--- config.mk ---
export PLATFORM = sky130hd
export DESIGN_NAME = sps_top
export DESIGN_NICKNAME = d
export VERILOG_FILES = /design/src/hdl/sps_pkg.sv /design/src/hdl/sps_top.sv /design/src/hdl/sps_buf.sv
export VERILOG_INCLUDE_DIRS = /design/src /design/src/hdl
export SDC_FILE = /design/constraint.sdc
export NUM_CORES = 1
export LEC_CHECK = 0
export ABC_AREA = 1
export BUFFER_PORTS_ARGS = -buffer_cell sky130_fd_sc_hd__buf_4
export CAP_MARGIN = 20
export CORE_ASPECT_RATIO = 1.25
export CORE_UTILIZATION = 55
export CTS_BUF_LIST = sky130_fd_sc_hd__clkbuf_8
export DETAILED_ROUTE_END_ITERATION = 16
export GPL_TIMING_DRIVEN = 0
export PLACE_DENSITY = 0.78
export SLEW_MARGIN = 20
export SYNTH_ARGS = -nofsm -noshare
export SYNTH_HDL_FRONTEND = slang
export SYNTH_SLANG_ARGS = --single-unit
--- constraint.sdc ---
create_clock -name i_clk -period 1.9 [get_ports i_clk]
set_input_delay 0.095 -clock i_clk [delete_from_list [all_inputs] [get_ports i_clk]]
set_output_delay 0.095 -clock i_clk [all_outputs]
set_load 0.1 [all_outputs]
--- src/hdl/sps_params.svh ---
// constants for the slave pin-state manager
`ifndef SPS_PARAMS_SVH
`define SPS_PARAMS_SVH
`define SPS_CLK_NS 10
`define SPS_T2_NS 1000
`define SPS_T2_CYC ((`SPS_T2_NS + `SPS_CLK_NS - 1) / `SPS_CLK_NS)
`define SPS_CNT_W 8
`define SPS_DW 8
`define SPS_BUF_DEPTH 2
`define SPS_BIT_LAST 3'h7
`define SPS_SETTLE_CYC 3
`endif

--- src/hdl/sps_pkg.sv ---
// types for the slave pin-state manager
package sps_pkg;
  typedef enum logic [2:0] {
    SPS_INIT, SPS_DESEL, SPS_SEL, SPS_PROACT, SPS_PSAVE
  } sps_state_t;
endpackage

--- src/hdl/sps_top.sv ---
// pin-state manager for an spi slave with select and attention lines
`timescale 1ns/10ps
`include "sps_params.svh"
module sps_top (
  input wire logic i_clk,
  input wire logic i_rst_n,
  input wire logic i_four_wire, // 1: four-signal link
  input wire logic i_cfg_done, // internal configuration finished
  input wire logic i_req, // slave wants master attention
  input wire logic i_psave_req, // enter power saving
  input wire logic i_sck, // serial clock pin
  input wire logic i_mosi, // master-to-slave data pin
  input wire logic i_slave_select_line, // select pin, low active
  input wire logic i_tx_valid,
  output logic o_tx_ready,
  input wire logic [`SPS_DW-1:0] i_tx_data,
  output logic o_rx_valid,
  output logic [`SPS_DW-1:0] o_rx_data,
  output logic o_miso, // serial output pin
  output logic o_miso_oe,
  output logic o_slave_select_line, // slave drive value
  output logic o_slave_select_line_oe,
  output logic o_attn_n, // attention line, low active
  output logic o_attn_oe,
  output sps_pkg::sps_state_t o_state
);
  import sps_pkg::*;

  // all state in one packed struct
  typedef struct packed {
    sps_state_t fsm; // single state register
    logic [1:0] sck_s; // sck synchroniser
    logic [1:0] mosi_s;
    logic [1:0] ss_s; // own select pin synchroniser
    logic sck_d; // previous synced sck for edge find
    logic [`SPS_CNT_W-1:0] win; // request window count
    logic [2:0] bitc; // bit position in byte
    logic [`SPS_DW-1:0] rx_sh;
    logic [`SPS_DW-1:0] tx_sh;
    logic rx_v;
    logic [`SPS_DW-1:0] rx_d;
    logic miso;
    logic miso_oe;
    logic ss_o;
    logic ss_oe;
    logic attn;
    logic attn_oe;
  } sps_st_t;

  sps_st_t st;
  sps_st_t next_st;
  logic buf_valid;
  logic [`SPS_DW-1:0] buf_data;
  logic buf_take;
  logic sel; // synced select asserted
  logic rise;
  logic fall;

  // word buffer so a late consumer loses no transmit word
  sps_buf u_buf (
    .i_clk(i_clk),
    .i_rst_n(i_rst_n),
    .i_in_valid(i_tx_valid),
    .o_in_ready(o_tx_ready),
    .i_in_data(i_tx_data),
    .o_out_valid(buf_valid),
    .i_out_ready(buf_take),
    .o_out_data(buf_data)
  );

  // serial output enable decoded from state only, never from other logic
  function automatic logic miso_allowed(input sps_state_t s);
    return (s == SPS_SEL);
  endfunction

  // combinational derivations from second synchroniser stage only
  always_comb begin
    sel = !st.ss_s[1];
    rise = st.sck_s[1] && !st.sck_d;
    fall = !st.sck_s[1] && st.sck_d;
    // release the head word once its last bit is on the way out
    buf_take = (st.fsm == SPS_SEL) && fall && (st.bitc == `SPS_BIT_LAST);
  end

  // next-state and pin logic
  always_comb begin
    next_st = st;
    next_st.sck_s = {st.sck_s[0], i_sck};
    next_st.mosi_s = {st.mosi_s[0], i_mosi};
    next_st.ss_s = {st.ss_s[0], i_slave_select_line};
    next_st.sck_d = st.sck_s[1];
    next_st.rx_v = 1'b0;
    unique case (st.fsm)
      SPS_INIT: begin
        if (i_cfg_done) begin
          next_st.fsm = SPS_DESEL;
        end
      end
      SPS_DESEL: begin
        if (st.win != '0) begin
          // own select drive may still sit in the synchroniser
          next_st.win = st.win - `SPS_CNT_W'(1);
        end else if (sel) begin
          next_st.fsm = SPS_SEL;
          next_st.bitc = 3'h0;
          next_st.tx_sh = buf_valid ? buf_data : '0;
        end else if (i_req) begin
          next_st.fsm = SPS_PROACT;
          next_st.win = `SPS_CNT_W'(`SPS_T2_CYC);
        end else if (i_psave_req) begin
          next_st.fsm = SPS_PSAVE;
        end
      end
      SPS_SEL: begin
        if (!sel) begin
          next_st.fsm = SPS_DESEL;
        end else begin
          if (rise) begin
            // sample on rising edge, mode 0
            next_st.rx_sh = {st.rx_sh[`SPS_DW-2:0], st.mosi_s[1]};
            next_st.bitc = st.bitc + 3'h1;
            if (st.bitc == `SPS_BIT_LAST) begin
              next_st.rx_v = 1'b1;
              next_st.rx_d = {st.rx_sh[`SPS_DW-2:0], st.mosi_s[1]};
            end
          end
          if (fall) begin
            // shift out on falling edge; reload at byte end
            if (st.bitc == 3'h0) begin
              next_st.tx_sh = buf_valid ? buf_data : '0;
            end else begin
              next_st.tx_sh = {st.tx_sh[`SPS_DW-2:0], 1'b0};
            end
          end
        end
      end
      SPS_PROACT: begin
        // window closes on master select or timeout; on the four-wire
        // link a low line is our own drive, so a master joining in
        // is served only once the window has run out
        if (sel && !st.ss_oe) begin
          next_st.fsm = SPS_SEL;
          next_st.bitc = 3'h0;
          next_st.tx_sh = buf_valid ? buf_data : '0;
          next_st.win = '0;
        end else if (st.win <= `SPS_CNT_W'(1)) begin
          next_st.fsm = SPS_DESEL;
          next_st.win = `SPS_CNT_W'(`SPS_SETTLE_CYC);
        end else begin
          next_st.win = st.win - `SPS_CNT_W'(1);
        end
      end
      SPS_PSAVE: begin
        // select leading edge resumes the slave
        if (sel) begin
          next_st.fsm = SPS_SEL;
          next_st.bitc = 3'h0;
          // no stale shifter content from before the sleep
          next_st.tx_sh = buf_valid ? buf_data : '0;
        end
      end
      default: begin
        next_st.fsm = SPS_INIT;
      end
    endcase
    // pin enables registered from the next state, plus i_four_wire for select and attention
    next_st.miso_oe = miso_allowed(next_st.fsm);
    next_st.miso = miso_allowed(next_st.fsm) ?
      next_st.tx_sh[`SPS_DW-1] : 1'b0;
    // four-wire: slave pulls select low itself when pro-active
    next_st.ss_oe = i_four_wire && (next_st.fsm == SPS_PROACT);
    next_st.ss_o = 1'b0; // never driven while de-selected
    // five-wire attention line, low during request window only
    next_st.attn_oe = !i_four_wire && (next_st.fsm == SPS_PROACT);
    next_st.attn = !next_st.attn_oe;
  end

  // state register
  always_ff @(posedge i_clk) begin
    if (!i_rst_n) begin
      st <= '0;
      st.fsm <= SPS_INIT;
      st.ss_s <= 2'h3;
      st.attn <= 1'b1;
      st.ss_o <= 1'b1;
    end else begin
      st <= next_st;
    end
  end

  assign o_miso = st.miso;
  assign o_miso_oe = st.miso_oe;
  assign o_slave_select_line = st.ss_o;
  assign o_slave_select_line_oe = st.ss_oe;
  assign o_attn_n = st.attn;
  assign o_attn_oe = st.attn_oe;
  assign o_rx_valid = st.rx_v;
  assign o_rx_data = st.rx_d;
  assign o_state = st.fsm;
endmodule

--- src/hdl/sps_buf.sv ---
// two-entry valid/ready buffer for the transmit data path
`timescale 1ns/10ps
`include "sps_params.svh"
module sps_buf (
  input wire logic i_clk,
  input wire logic i_rst_n,
  input wire logic i_in_valid,
  output logic o_in_ready,
  input wire logic [`SPS_DW-1:0] i_in_data,
  output logic o_out_valid,
  input wire logic i_out_ready,
  output logic [`SPS_DW-1:0] o_out_data
);
  import sps_pkg::*;
  typedef struct packed {
    logic [1:0][`SPS_DW-1:0] mem; // two slots, slot 0 is head
    logic [1:0] cnt; // number of words held
    logic rdy; // room flag, registered so ready is glitch free
  } sps_buf_st_t;
  sps_buf_st_t st;
  sps_buf_st_t next_st;
  logic push;
  logic pop;

  // handshakes on both sides
  always_comb begin
    push = i_in_valid && st.rdy;
    pop = (st.cnt != 2'h0) && i_out_ready;
  end

  // shift-down buffer; pop and push in one cycle are fine
  always_comb begin
    next_st = st;
    if (pop) begin
      next_st.mem[0] = st.mem[1];
    end
    if (push) begin
      // land the word in the first free slot after any pop
      if ((st.cnt - {1'b0, pop}) == 2'h0) begin
        next_st.mem[0] = i_in_data;
      end else begin
        next_st.mem[1] = i_in_data;
      end
    end
    next_st.cnt = st.cnt + {1'b0, push} - {1'b0, pop};
    // room follows the count it will have after this edge
    next_st.rdy = (next_st.cnt != 2'(`SPS_BUF_DEPTH));
  end

  // state register
  always_ff @(posedge i_clk) begin
    if (!i_rst_n) begin
      st <= '{mem: '0, cnt: 2'h0, rdy: 1'b1};
    end else begin
      st <= next_st;
    end
  end

  assign o_in_ready = st.rdy;
  assign o_out_valid = (st.cnt != 2'h0);
  assign o_out_data = st.mem[0];
endmodule

==> flow_summary.toml, run 1 <==
[power_and_ir_drop]
p_sw_share_pct = 41.0
power_frac_comb_pct = 39.3
pwr-share-seq_pct = 34.8
p_per_area_mw_per_mm2 = 1190
leakage_nw = 2.23
ir_drop_mv = 0.705
clockPowerShare_pct = 25.9
internal_power_mw = 3.16
power_mw = 5.36
switchingPower_mw = 2.19

[sta]
fin_crit_ns = 1.85
tightestPinTransition_ns = 0.653
tns_ns = 0
final_max_slew_viol_count = 0
fin_crit_sh_pct = 97.6
finalHoldViolations = 0
fmaxAchievable_ghz = 0.540
holdWs_ns = 0.0287
fin_skew_ns = 0.0119
relSlewSlack_pct = 56.2
setup_viol = 0

[global_routing]
antenna_found_initial = 0
overflow = 0
grt_pass1_vias = 3232
grt_max_degree = 15
grt.total_usage_pct = 25.9
grt_pass1_wl_um = 13900

[detailed_routing]
wl_per_cell_um = 12.4
vias = 3425
drt_iter0_markers = 264
ant_nets = 0
drc = 0
finalWirelength_um = 8290
drt_pre_antenna_iters = 5
vias_per_cell = 5.12

[placement]
numPortBuffers = 36
hpwl_um = 5800
gp_congestion = 0.903

[critical_path]
startpoint = "st[31]"
r2r_slack_ns = 0.05
crit_required_ns = 2.18
worstSetupStartpointType = "register"
endpoint_kind = "register"
cp_max_fo = 8
timing.rr.start = "st[31]"
path_class = "register to register"
r2r-end = "u_buf.st[18]"
reg2reg_depth = 11
worstPathArrival_ns = 2.14

[clock_network]
cts.clk_slew.worst_paths_ns = 0.08
cts_buffers = 9
clockBufferDepth = 2
htree_levels = 3
tritoncts = "done"
cts_sinks = 70
clkLatencyLatePin_ns = 0.36
clock-root-buffer = "clkbuf_8"

[layout]
final_core_util_pct = 71.6
seqCellArea_mm2 = 0.00142
multiInputGateArea_mm2 = 0.00190
antenna_cells = 0
n_fill_cell = 529
layout.nets = 606
areaGrowthSynthToFinish_pct = 23.0
layout-drive-gt1-share_pct = 22.3

[synth]
synth_nets = 546
ys_async_sr_fraction_pct = 0
yosysMostFrequentCell = "nand2_1"
synth_area_leaders = "dfxtp_1 (38%), nand2_1 (13%), inv_1 (7.6%), o21ai_0 (6.0%), a21oi_1 (4.6%)"
synth_edf_count = 0
netlist_instances = 519
synth.distinct_cells = 37
synth_top_area_share_pct = 38.3
ys_seq_elements = 70
yosysWarnings = 0
synthFlopType = "dfxtp_1"
synth_top_area_cell = "dfxtp_1"
synth_common_cells = "nand2_1 (123), inv_1 (74), dfxtp_1 (70)"
synth_seq_area_share_pct = 38.3
syn_area_per_cell_um2 = 7.05
syn-cell-area_mm2 = 0.00366

[worst_hold_path]
min_path_type = "input pin to register"
worstHoldPathCells = 3
hold_end = "u_buf.st[13]"
worstHoldStart = "i_tx_data[2]"

[die]
num_rows = 32
core-area_mm2 = 0.00629
die_w_um = 75.0
die_y_um = 93.2
pin_count = 37
start_util_pct = 58.2
die-area_mm2 = 0.00699

[job]
cap_violations = 0

[outcome]
outcome = "finished, final reports clean"
-- state kept, by name, summed over array words and instances, names as in the netlist --
name / cells
next_st: 4
o_attn_n: 1
o_attn_oe: 1
o_miso: 1
o_miso_oe: 1
o_rx_data: 8
o_rx_valid: 1
o_slave_select_line: 1
o_slave_select_line_oe: 1
o_state: 3
st: 29
u_buf.o_in_ready: 1
u_buf.o_out_data: 8
u_buf.st: 10
-- worst max-delay path, cell delays in order, from the launching register on --
cell,delay (ns)
dfxtp_4,0.36
ha_4,0.16
ha_4,0.17
nand4_4,0.10
inv_4,0.06
ha_4,0.17
xnor2_4,0.19
nand2_1,0.10
nand2_2,0.11
buf_6,0.15
o21ai_0,0.09
a21oi_1,0.14
-- how the worst max path moves through the flow --
stage / end / depth (start not counted)
6_report: u_buf.st[18] / 11
5_1_grt: u_buf.st[18] / 11
4_1_cts: u_buf.st[17] / 11
3_5_place_dp: u_buf.st[17] / 10
3_3_place_gp: u_buf.o_out_data[3] / 10
2_1_floorplan: u_buf.o_out_data[0] / 11
-- metrics by stage --
stage / instances / worst slack [ns] / area [µm²]
after global placement: 640 / -0.227 / 4080
final: 669 / 0.0465 / 4500
after floorplan: 519 / 0.0209 / 3700
after CTS: 665 / 0.0372 / 4420
after detailed placement: 640 / -0.282 / 4080
after global routing: 669 / -0.0430 / 4500
-- cell type report --
| type | count | area share, % |
|---|---|---|
| Clock inverter | 7 | 2.31 |
| Inverter | 79 | 6.78 |
| Timing Repair Buffer | 50 | 8.92 |
| Clock buffer | 9 | 2.75 |
| Multi-Input combinational cell | 346 | 42.3 |
| Sequential cell | 70 | 31.5 |
| Tap cell | 85 | 2.36 |
| Buffer | 23 | 3.14 |
-- logic make-up after synthesis --
| logic type | count (synthesis) | share of synthesized area, % |
|---|---|---|
| buffers and inverters | 103 | 12.2 |
| xor gates and xnor gates | 4 | 0.957 |
| and+or+nand+nor | 229 | 29.7 |
| AOI/OAI and AO/OA | 104 | 15.8 |
| DFF | 70 | 38.3 |
| adders and majority gates | 9 | 3.08 |
-- power by group through the flow --
stage	Combinational [mW]	Clock (mW)	Sequential [mW]
2_1_floorplan	1.60	0	1.90
3_3_place_gp	1.98	0	1.88
3_5_place_dp	2.02	0	1.89
4_1_cts	2.07	1.40	1.86
5_1_grt	2.37	1.48	1.89
6_report	2.11	1.39	1.86
-- what timing repair did --
action,in CTS,in global routing
resized for setup,6,16
pin swaps,4,3
hold endpoints to repair,5,0
endpoints found under the setup margin,19,17
setup buffers,6,4
hold buffers,4,0
-- cell usage in the layout, fill, tap and decap left out, types with 5 or more instances in the layout --
cell type  count
a21oi_1       34
buf_4         55
clkbuf_1       5
clkbuf_8       9
dfxtp_1       64
ha_1           5
inv_1         72
nand2_1      121
nand2_2       11
nand3_1       21
nand4_1        9
nor2_1        45
o211ai_1       9
o21ai_0       34
o21ai_1       12
o21bai_1       9
-- routing by layer --
layer	vias to the layer above	share of wire (%)	track usage [%]
met5	-	0	0
met4	0	2.0	10.4
met3	19	3.8	4.20
met2	86	50	43.7
met1	1556	45	32.1
li1	1764	-	-
(Power assumes the default switching activity.)
==> run 2: changes to the inputs <==
--- a/config.mk
+++ b/config.mk
@@ -6,16 +6,16 @@
 export SDC_FILE = /design/constraint.sdc
 export NUM_CORES = 1
 export LEC_CHECK = 0
-export ABC_AREA = 1
-export BUFFER_PORTS_ARGS = -buffer_cell sky130_fd_sc_hd__buf_4
+export ABC_AREA = 0
+export BUFFER_PORTS_ARGS = -buffer_cell sky130_fd_sc_hd__buf_2
 export CAP_MARGIN = 20
 export CORE_ASPECT_RATIO = 1.25
 export CORE_UTILIZATION = 55
 export CTS_BUF_LIST = sky130_fd_sc_hd__clkbuf_8
 export DETAILED_ROUTE_END_ITERATION = 16
 export GPL_TIMING_DRIVEN = 0
-export PLACE_DENSITY = 0.78
-export SLEW_MARGIN = 20
+export PLACE_DENSITY = 0.79
+export SLEW_MARGIN = 30
 export SYNTH_ARGS = -nofsm -noshare
 export SYNTH_HDL_FRONTEND = slang
 export SYNTH_SLANG_ARGS = --single-unit
==> run 2 against run 1 <==
Against the previous run: the run now ends with setup timing left; first-iteration DRC count shrank 29%; critical path depth is 2 lower; cell count shrank 21%; wire length fell by 2.1%; critical path type unchanged; largest power group unchanged.
==> flow_summary.toml, run 2 <==
[critical_path]
cp_slowest_stage_delay_ns = 0.35
endpoint_kind = "register"
worstPathArrival_ns = 2.27
crit_slowest_cell = "dfxtp_4"
path_class = "register to register"
cp_cell_sequence = "buf_8 > nor3b_4 > and4b_2 > ha_4 > xnor2_4 > a21boi_1 > buf_4 > mux2i_1 > nor2_1"
worstSetupStartpointType = "register"
crit_required_ns = 2.12
cp_max_fo = 8

[sta]
setup_viol = 21
fin_skew_ns = 0.00781
fmaxAchievable_ghz = 0.487
relSlewSlack_pct = 50.7
rsz0062_at_grt = "true"
tightestPinTransition_ns = 0.740
fin_crit_sh_pct = 108
setup_ws_ns = -0.153
fin_crit_ns = 2.05
final_max_slew_viol_count = 0
finalHoldViolations = 0

[global_routing]
overflow = 0
grt_pass1_vias = 2647
grtUsageMet3_pct = 3.04
grt_max_degree = 14
grt.met1_usage_pct = 32.0
grt_pass1_wl_um = 12300
antenna_found_initial = 0
grt.met2_usage_pct = 41.2
grt.total_usage_pct = 24.7
gr-max-usage-layer = "met2"

[detailed_routing]
drt_iter0_markers = 188
vias = 2993
ant_nets = 0
drc = 0
drt_pre_antenna_iters = 4
vias_per_cell = 5.69
finalWirelength_um = 8120
wl_per_cell_um = 15.4

[die]
die_w_um = 71.7
die_y_um = 89.2
pin_count = 37
core-area_mm2 = 0.00582
num_rows = 31
start_util_pct = 57.5
die-area_mm2 = 0.00640

[layout]
layout_common_cells = "dfxtp_1 (62), buf_4 (43), nand2_1 (41)"
layout.nets = 482
largest-register = "st"
stdcell_count = 526
areaGrowthSynthToFinish_pct = 35.1
antenna_cells = 0
top_regs = "st (29), u_buf.st (10)"
design_area_mm2 = 0.00452
mostFrequentLayoutCell = "dfxtp_1"
largest_register_ffs = 29
layout-drive-gt1-share_pct = 39.6

[synth]
synth_top_area_share_pct = 41.9
synth.distinct_cells = 63
synth_area_leaders = "dfxtp_1 (42%), mux2i_1 (4.8%), nand2_1 (4.7%), a21oi_1 (4.3%), ha_1 (3.4%)"
synth_seq_area_share_pct = 41.9
netlist_instances = 373
synth_common_cells = "dfxtp_1 (70), nand2_1 (42), a21oi_1 (29), nor2_1 (29), mux2i_1 (16)"
yosysMostFrequentCell = "dfxtp_1"
ys_seq_elements = 70
synth_nets = 400
syn-cell-area_mm2 = 0.00334
synthFlopType = "dfxtp_1"
ys_async_sr_fraction_pct = 0
synth_edf_count = 0
synth_top_area_cell = "dfxtp_1"
yosysWarnings = 0
syn_area_per_cell_um2 = 8.97

[clock_network]
tritoncts = "done"
clockBufferDepth = 2
htree_levels = 3
cts_buffers = 9
cts_sinks = 70
clkLatencyLatePin_ns = 0.35
clock-root-buffer = "clkbuf_8"
cts.clk_slew.worst_paths_ns = 0.08

[worst_hold_path]
min_path_type = "input pin to register"

[placement]
placed_area_mm2 = 0.00376
numPortBuffers = 36
dp.cells = 475
hpwl_um = 4840
gp_congestion = 0.844

[job]
cap_violations = 0

[power_and_ir_drop]
internal_power_mw = 3.56
clockPowerShare_pct = 20.1
leakage_nw = 1.77
power_frac_comb_pct = 47.7
p_sw_share_pct = 40.1
p_per_area_mw_per_mm2 = 1320
pwr-share-seq_pct = 32.2
ir_drop_mv = 1.03
switchingPower_mw = 2.39

[outcome]
outcome = "finished with violations"
violations = "setup timing"
-- run 2: cell count changes after synthesis, moves of 9 or more --
| cell | delta |
|---|---|
| a31oi_1 | +11 |
| o21ai_0 | -33 |
| o21bai_1 | -9 |
| inv_1 | -62 |
| mux2i_1 | +16 |
| nor2_1 | -16 |
| nand2_1 | -81 |
-- run 2: cell families after synthesis --
| logic type | synth area share, % |
|---|---|
| fa+ha+maj | 3.37 |
| buf+inv | 7.18 |
| xor+xnor | 1.31 |
| mux | 4.79 |
| simple gates | 22.1 |
| flops | 41.9 |
| compound gates | 19.3 |
-- run 2: per-stage QoR --
step / worst slack [ns] / hold slack [ns] / TNS (ns) / power, mW / utilization, %
detailed placement: -0.335 / 0.293 / -7.25 / 3.93 / 64.6
global placement: -0.305 / 0.294 / -6.54 / 3.90 / 64.6
global route: -0.247 / 0.0342 / -3.66 / 6.24 / 77.6
CTS: -0.147 / 0.0148 / -2.92 / 5.48 / 73.9
finish: -0.153 / 0.0151 / -1.75 / 5.95 / 77.6
floorplan: -0.182 / 0.196 / -2.47 / 3.55 / -
-- run 2: path summary, 6_finish.rpt --
check | startpoint | to | slack (ns) | depth (start not counted)
min reg2reg | next_st[44] | st[44] | 0.41 | 1
min | i_tx_data[1] | u_buf.st[12] | 0.02 | 3
max reg2reg | o_state[0] | u_buf.st[17] | -0.15 | 9
max | o_state[0] | u_buf.st[17] | -0.15 | 9
-- run 2: what timing repair did --
item / in CTS / in global routing
buffers inserted: 20 / 13
gates cloned: 1 / 1
pin swaps: 12 / 19
endpoints found under the setup margin: 44 / 51
gates resized for setup: 40 / 38
endpoints found under the hold margin: 5 / 0
hold buffers: 4 / 0
-- run 2: critical path, delay by kind of cell, from the launching register on --
kind                       cells  cell delay (ns)
AOI/OAI and AO/OA              1             0.14
buffers and inverters          2             0.33
adders and majority gates      1             0.18
DFF                            1             0.35
xor gates and xnor gates       1             0.08
muxes                          1             0.21
and+or+nand+nor                3             0.64
-- run 2: layout make-up --
| class | count | area, µm² |
|---|---|---|
| Timing Repair Buffer | 75 | 509 |
| Clock inverter | 7 | 76.3 |
| Multi-Input combinational cell | 259 | 2040 |
| Buffer | 28 | 219 |
| Fill cell | 379 | 1300 |
| Sequential cell | 70 | 1420 |
| Inverter | 12 | 47.5 |
| Tap cell | 66 | 82.6 |
| Clock buffer | 9 | 124 |
-- run 2: power by group through the flow --
stage	Sequential, mW	Clock (mW)	Combinational (mW)
4_1_cts	1.89	1.21	2.37
3_3_place_gp	1.90	0	2.00
5_1_grt	1.94	1.27	3.03
2_1_floorplan	1.93	0	1.63
3_5_place_dp	1.91	0	2.01
6_report	1.91	1.20	2.84
-- run 2: layer usage --
metal  up-vias  wire (µm)
li1       1471          -
met1      1405       3500
met2       104       4100
met3        13        394
met4         0        132
met5         -          0
==> run 3: changes to the inputs <==
--- a/config.mk
+++ b/config.mk
@@ -14,7 +14,7 @@
 export CTS_BUF_LIST = sky130_fd_sc_hd__clkbuf_8
 export DETAILED_ROUTE_END_ITERATION = 16
 export GPL_TIMING_DRIVEN = 0
-export PLACE_DENSITY = 0.79
+export PLACE_DENSITY = 0.82
 export SLEW_MARGIN = 30
 export SYNTH_ARGS = -nofsm -noshare
 export SYNTH_HDL_FRONTEND = slang
==> run 3 against run 2 <==
Against the previous run: the run still ends with setup timing left; highest routed layer unchanged; clock skew rose by 0.0058 ns; sequential power is essentially flat; clock-buffer cell count rose by 1; global-route usage grew 1.8 points; critical path depth unchanged; first-iteration DRC count up 45%; flip-flop and latch count unchanged; cell count grew 0.19%; register-to-register slack worse by 0.03 ns; combinational power rose by 8.8%.
==> flow_summary.toml, run 3 (synthesized netlist as in run 2, its figures left out) <==
[outcome]
outcome = "finished with violations"
violations = "setup timing"

[sta]
setup_viol = 23
relSlewSlack_pct = 50.0
holdWs_ns = 0.00765
final_max_slew_viol_count = 0
fmaxAchievable_ghz = 0.480
fin_crit_ns = 2.08
rsz0062_at_grt = "true"
fin_crit_sh_pct = 110
tightestPinTransition_ns = 0.750
fin_skew_ns = 0.0136
finalHoldViolations = 0
setup_ws_ns = -0.183

[critical_path]
cpMostUsedCell = "ha_4"
cp_max_fo = 8
path_class = "register to register"
crit_required_ns = 2.13
startpoint = "st[31]"
reg2reg_depth = 9
timing.rr.start = "st[31]"
worstPathArrival_ns = 2.31
crit_slowest_cell = "dfxtp_2"
cp_slowest_stage_delay_ns = 0.34
worstSetupStartpointType = "register"
cp_cell_sequence = "ha_4 > ha_4 > and4b_2 > ha_4 > xnor2_4 > a21boi_1 > buf_4 > mux2i_1 > nor2_1"
endpoint_kind = "register"

[die]
pin_count = 37
die_w_um = 71.7
die-area_mm2 = 0.00640
core-area_mm2 = 0.00582
die_y_um = 89.2
start_util_pct = 57.5
num_rows = 31

[clock_network]
clock-root-buffer = "clkbuf_8"
htree_levels = 3
cts.clk_slew.worst_paths_ns = 0.08
cts_sinks = 70
clkLatencyLatePin_ns = 0.36
tritoncts = "done"
cts_buffers = 9
clockBufferDepth = 2

[power_and_ir_drop]
ir_drop_mv = 1.11
leakage_nw = 1.74
pwr-share-seq_pct = 31.4
power_frac_comb_pct = 50.2
switchingPower_mw = 2.59
p_per_area_mw_per_mm2 = 1350
p_sw_share_pct = 42.1
clockPowerShare_pct = 18.4
internal_power_mw = 3.56

[layout]
top_regs = "st (29), u_buf.st (10)"
areaGrowthSynthToFinish_pct = 36.3
largest-register = "st"
final_core_util_pct = 78.3
n_fill_cell = 343
largest_register_ffs = 29
mostFrequentLayoutCell = "dfxtp_1"
layout.nets = 483
design_area_mm2 = 0.00456
layout-drive-gt1-share_pct = 41.4
antenna_cells = 0
layout_common_cells = "dfxtp_1 (61), buf_4 (43), nand2_1 (41)"

[placement]
placed_area_mm2 = 0.00376
gp_congestion = 0.844
pre_cts_ws_ns = -0.327
numPortBuffers = 36
hpwl_um = 5070

[global_routing]
grt_pass1_vias = 2866
overflow = 0
grt.total_usage_pct = 26.4
grt_max_degree = 14
antenna_found_initial = 0
grt_pass1_wl_um = 13100

[worst_hold_path]
worstHoldPathCells = 3
worstHoldStart = "i_tx_data[3]"
min_path_type = "input pin to register"

[detailed_routing]
drc = 0
drt_pre_antenna_iters = 5
wl_per_cell_um = 17.4
drt_iter0_markers = 272
finalWirelength_um = 9160
ant_nets = 0
vias_per_cell = 6.09
vias = 3210

[job]
cap_violations = 0
## run 3: changes by cell type in the layout (fill, tap and decap cells not counted), sizes merged
cell      before  now
clkinvlp       1    2
clkinv         4    3
bufinv         1    0
clkbuf        17   19
## run 3: layout make-up
class | count | area [µm²] | share of cell area (%)
Clock inverter | 6 | 46.3 | 1.02
Clock buffer | 10 | 138 | 3.02
Inverter | 12 | 47.5 | 1.04
Timing Repair Buffer | 75 | 515 | 11.3
Sequential cell | 70 | 1420 | 31.1
Multi-Input combinational cell | 259 | 2080 | 45.7
Buffer | 29 | 226 | 4.97
Tap cell | 66 | 82.6 | 1.81
## run 3: per-layer routing
metal / routed length, µm / GRT usage (%) / vias up
li1: - / - / 1479
met1: 3740 / 31.1 / 1540
met2: 4630 / 46.4 / 145
met3: 459 / 5.86 / 46
met4: 335 / 11.8 / 0
met5: 0 / 0 / -
## run 3: power groups by stage
stage | clock, mW | sequential, mW | combinational [mW]
global placement | 0 | 1.90 | 1.99
CTS | 1.13 | 1.90 | 2.49
finish | 1.13 | 1.93 | 3.09
floorplan | 0 | 1.93 | 1.63
detailed placement | 0 | 1.92 | 2.04
global route | 1.20 | 1.95 | 3.24
## run 3: path summary, 6_finish.rpt
kind	slack, ns	to
setup / recovery	-0.18	u_buf.st[13]
hold reg to reg	0.42	st[44]
setup reg to reg	-0.18	u_buf.st[13]
hold / removal	0.008	u_buf.st[14]
## run 3: what timing repair did
action	in CTS	in global routing
setup buffers	22	11
endpoints found under the setup margin	36	46
hold buffers	4	0
gates resized for setup	46	42
pin swaps	13	13
cloned	2	0
endpoints found under the hold margin	6	0
## run 3: worst max-delay path: cells and delay by family (launching register included)
family,cells,cell delay [ns]
AOI/OAI and AO/OA,1,0.13
xor gates and xnor gates,1,0.14
adders and majority gates,3,0.50
buffers and inverters,1,0.21
DFF,1,0.34
muxes,1,0.25
and+or+nand+nor,2,0.36
## run 3: stage by stage
step | std cells | power (mW) | setup TNS [ns]
2_1_floorplan | 373 | 3.55 | -2.47
3_3_place_gp | 475 | 3.89 | -6.10
3_5_place_dp | 475 | 3.96 | -6.55
4_1_cts | 518 | 5.51 | -1.43
5_1_grt | 527 | 6.39 | -3.80
6_report | 527 | 6.15 | -2.34
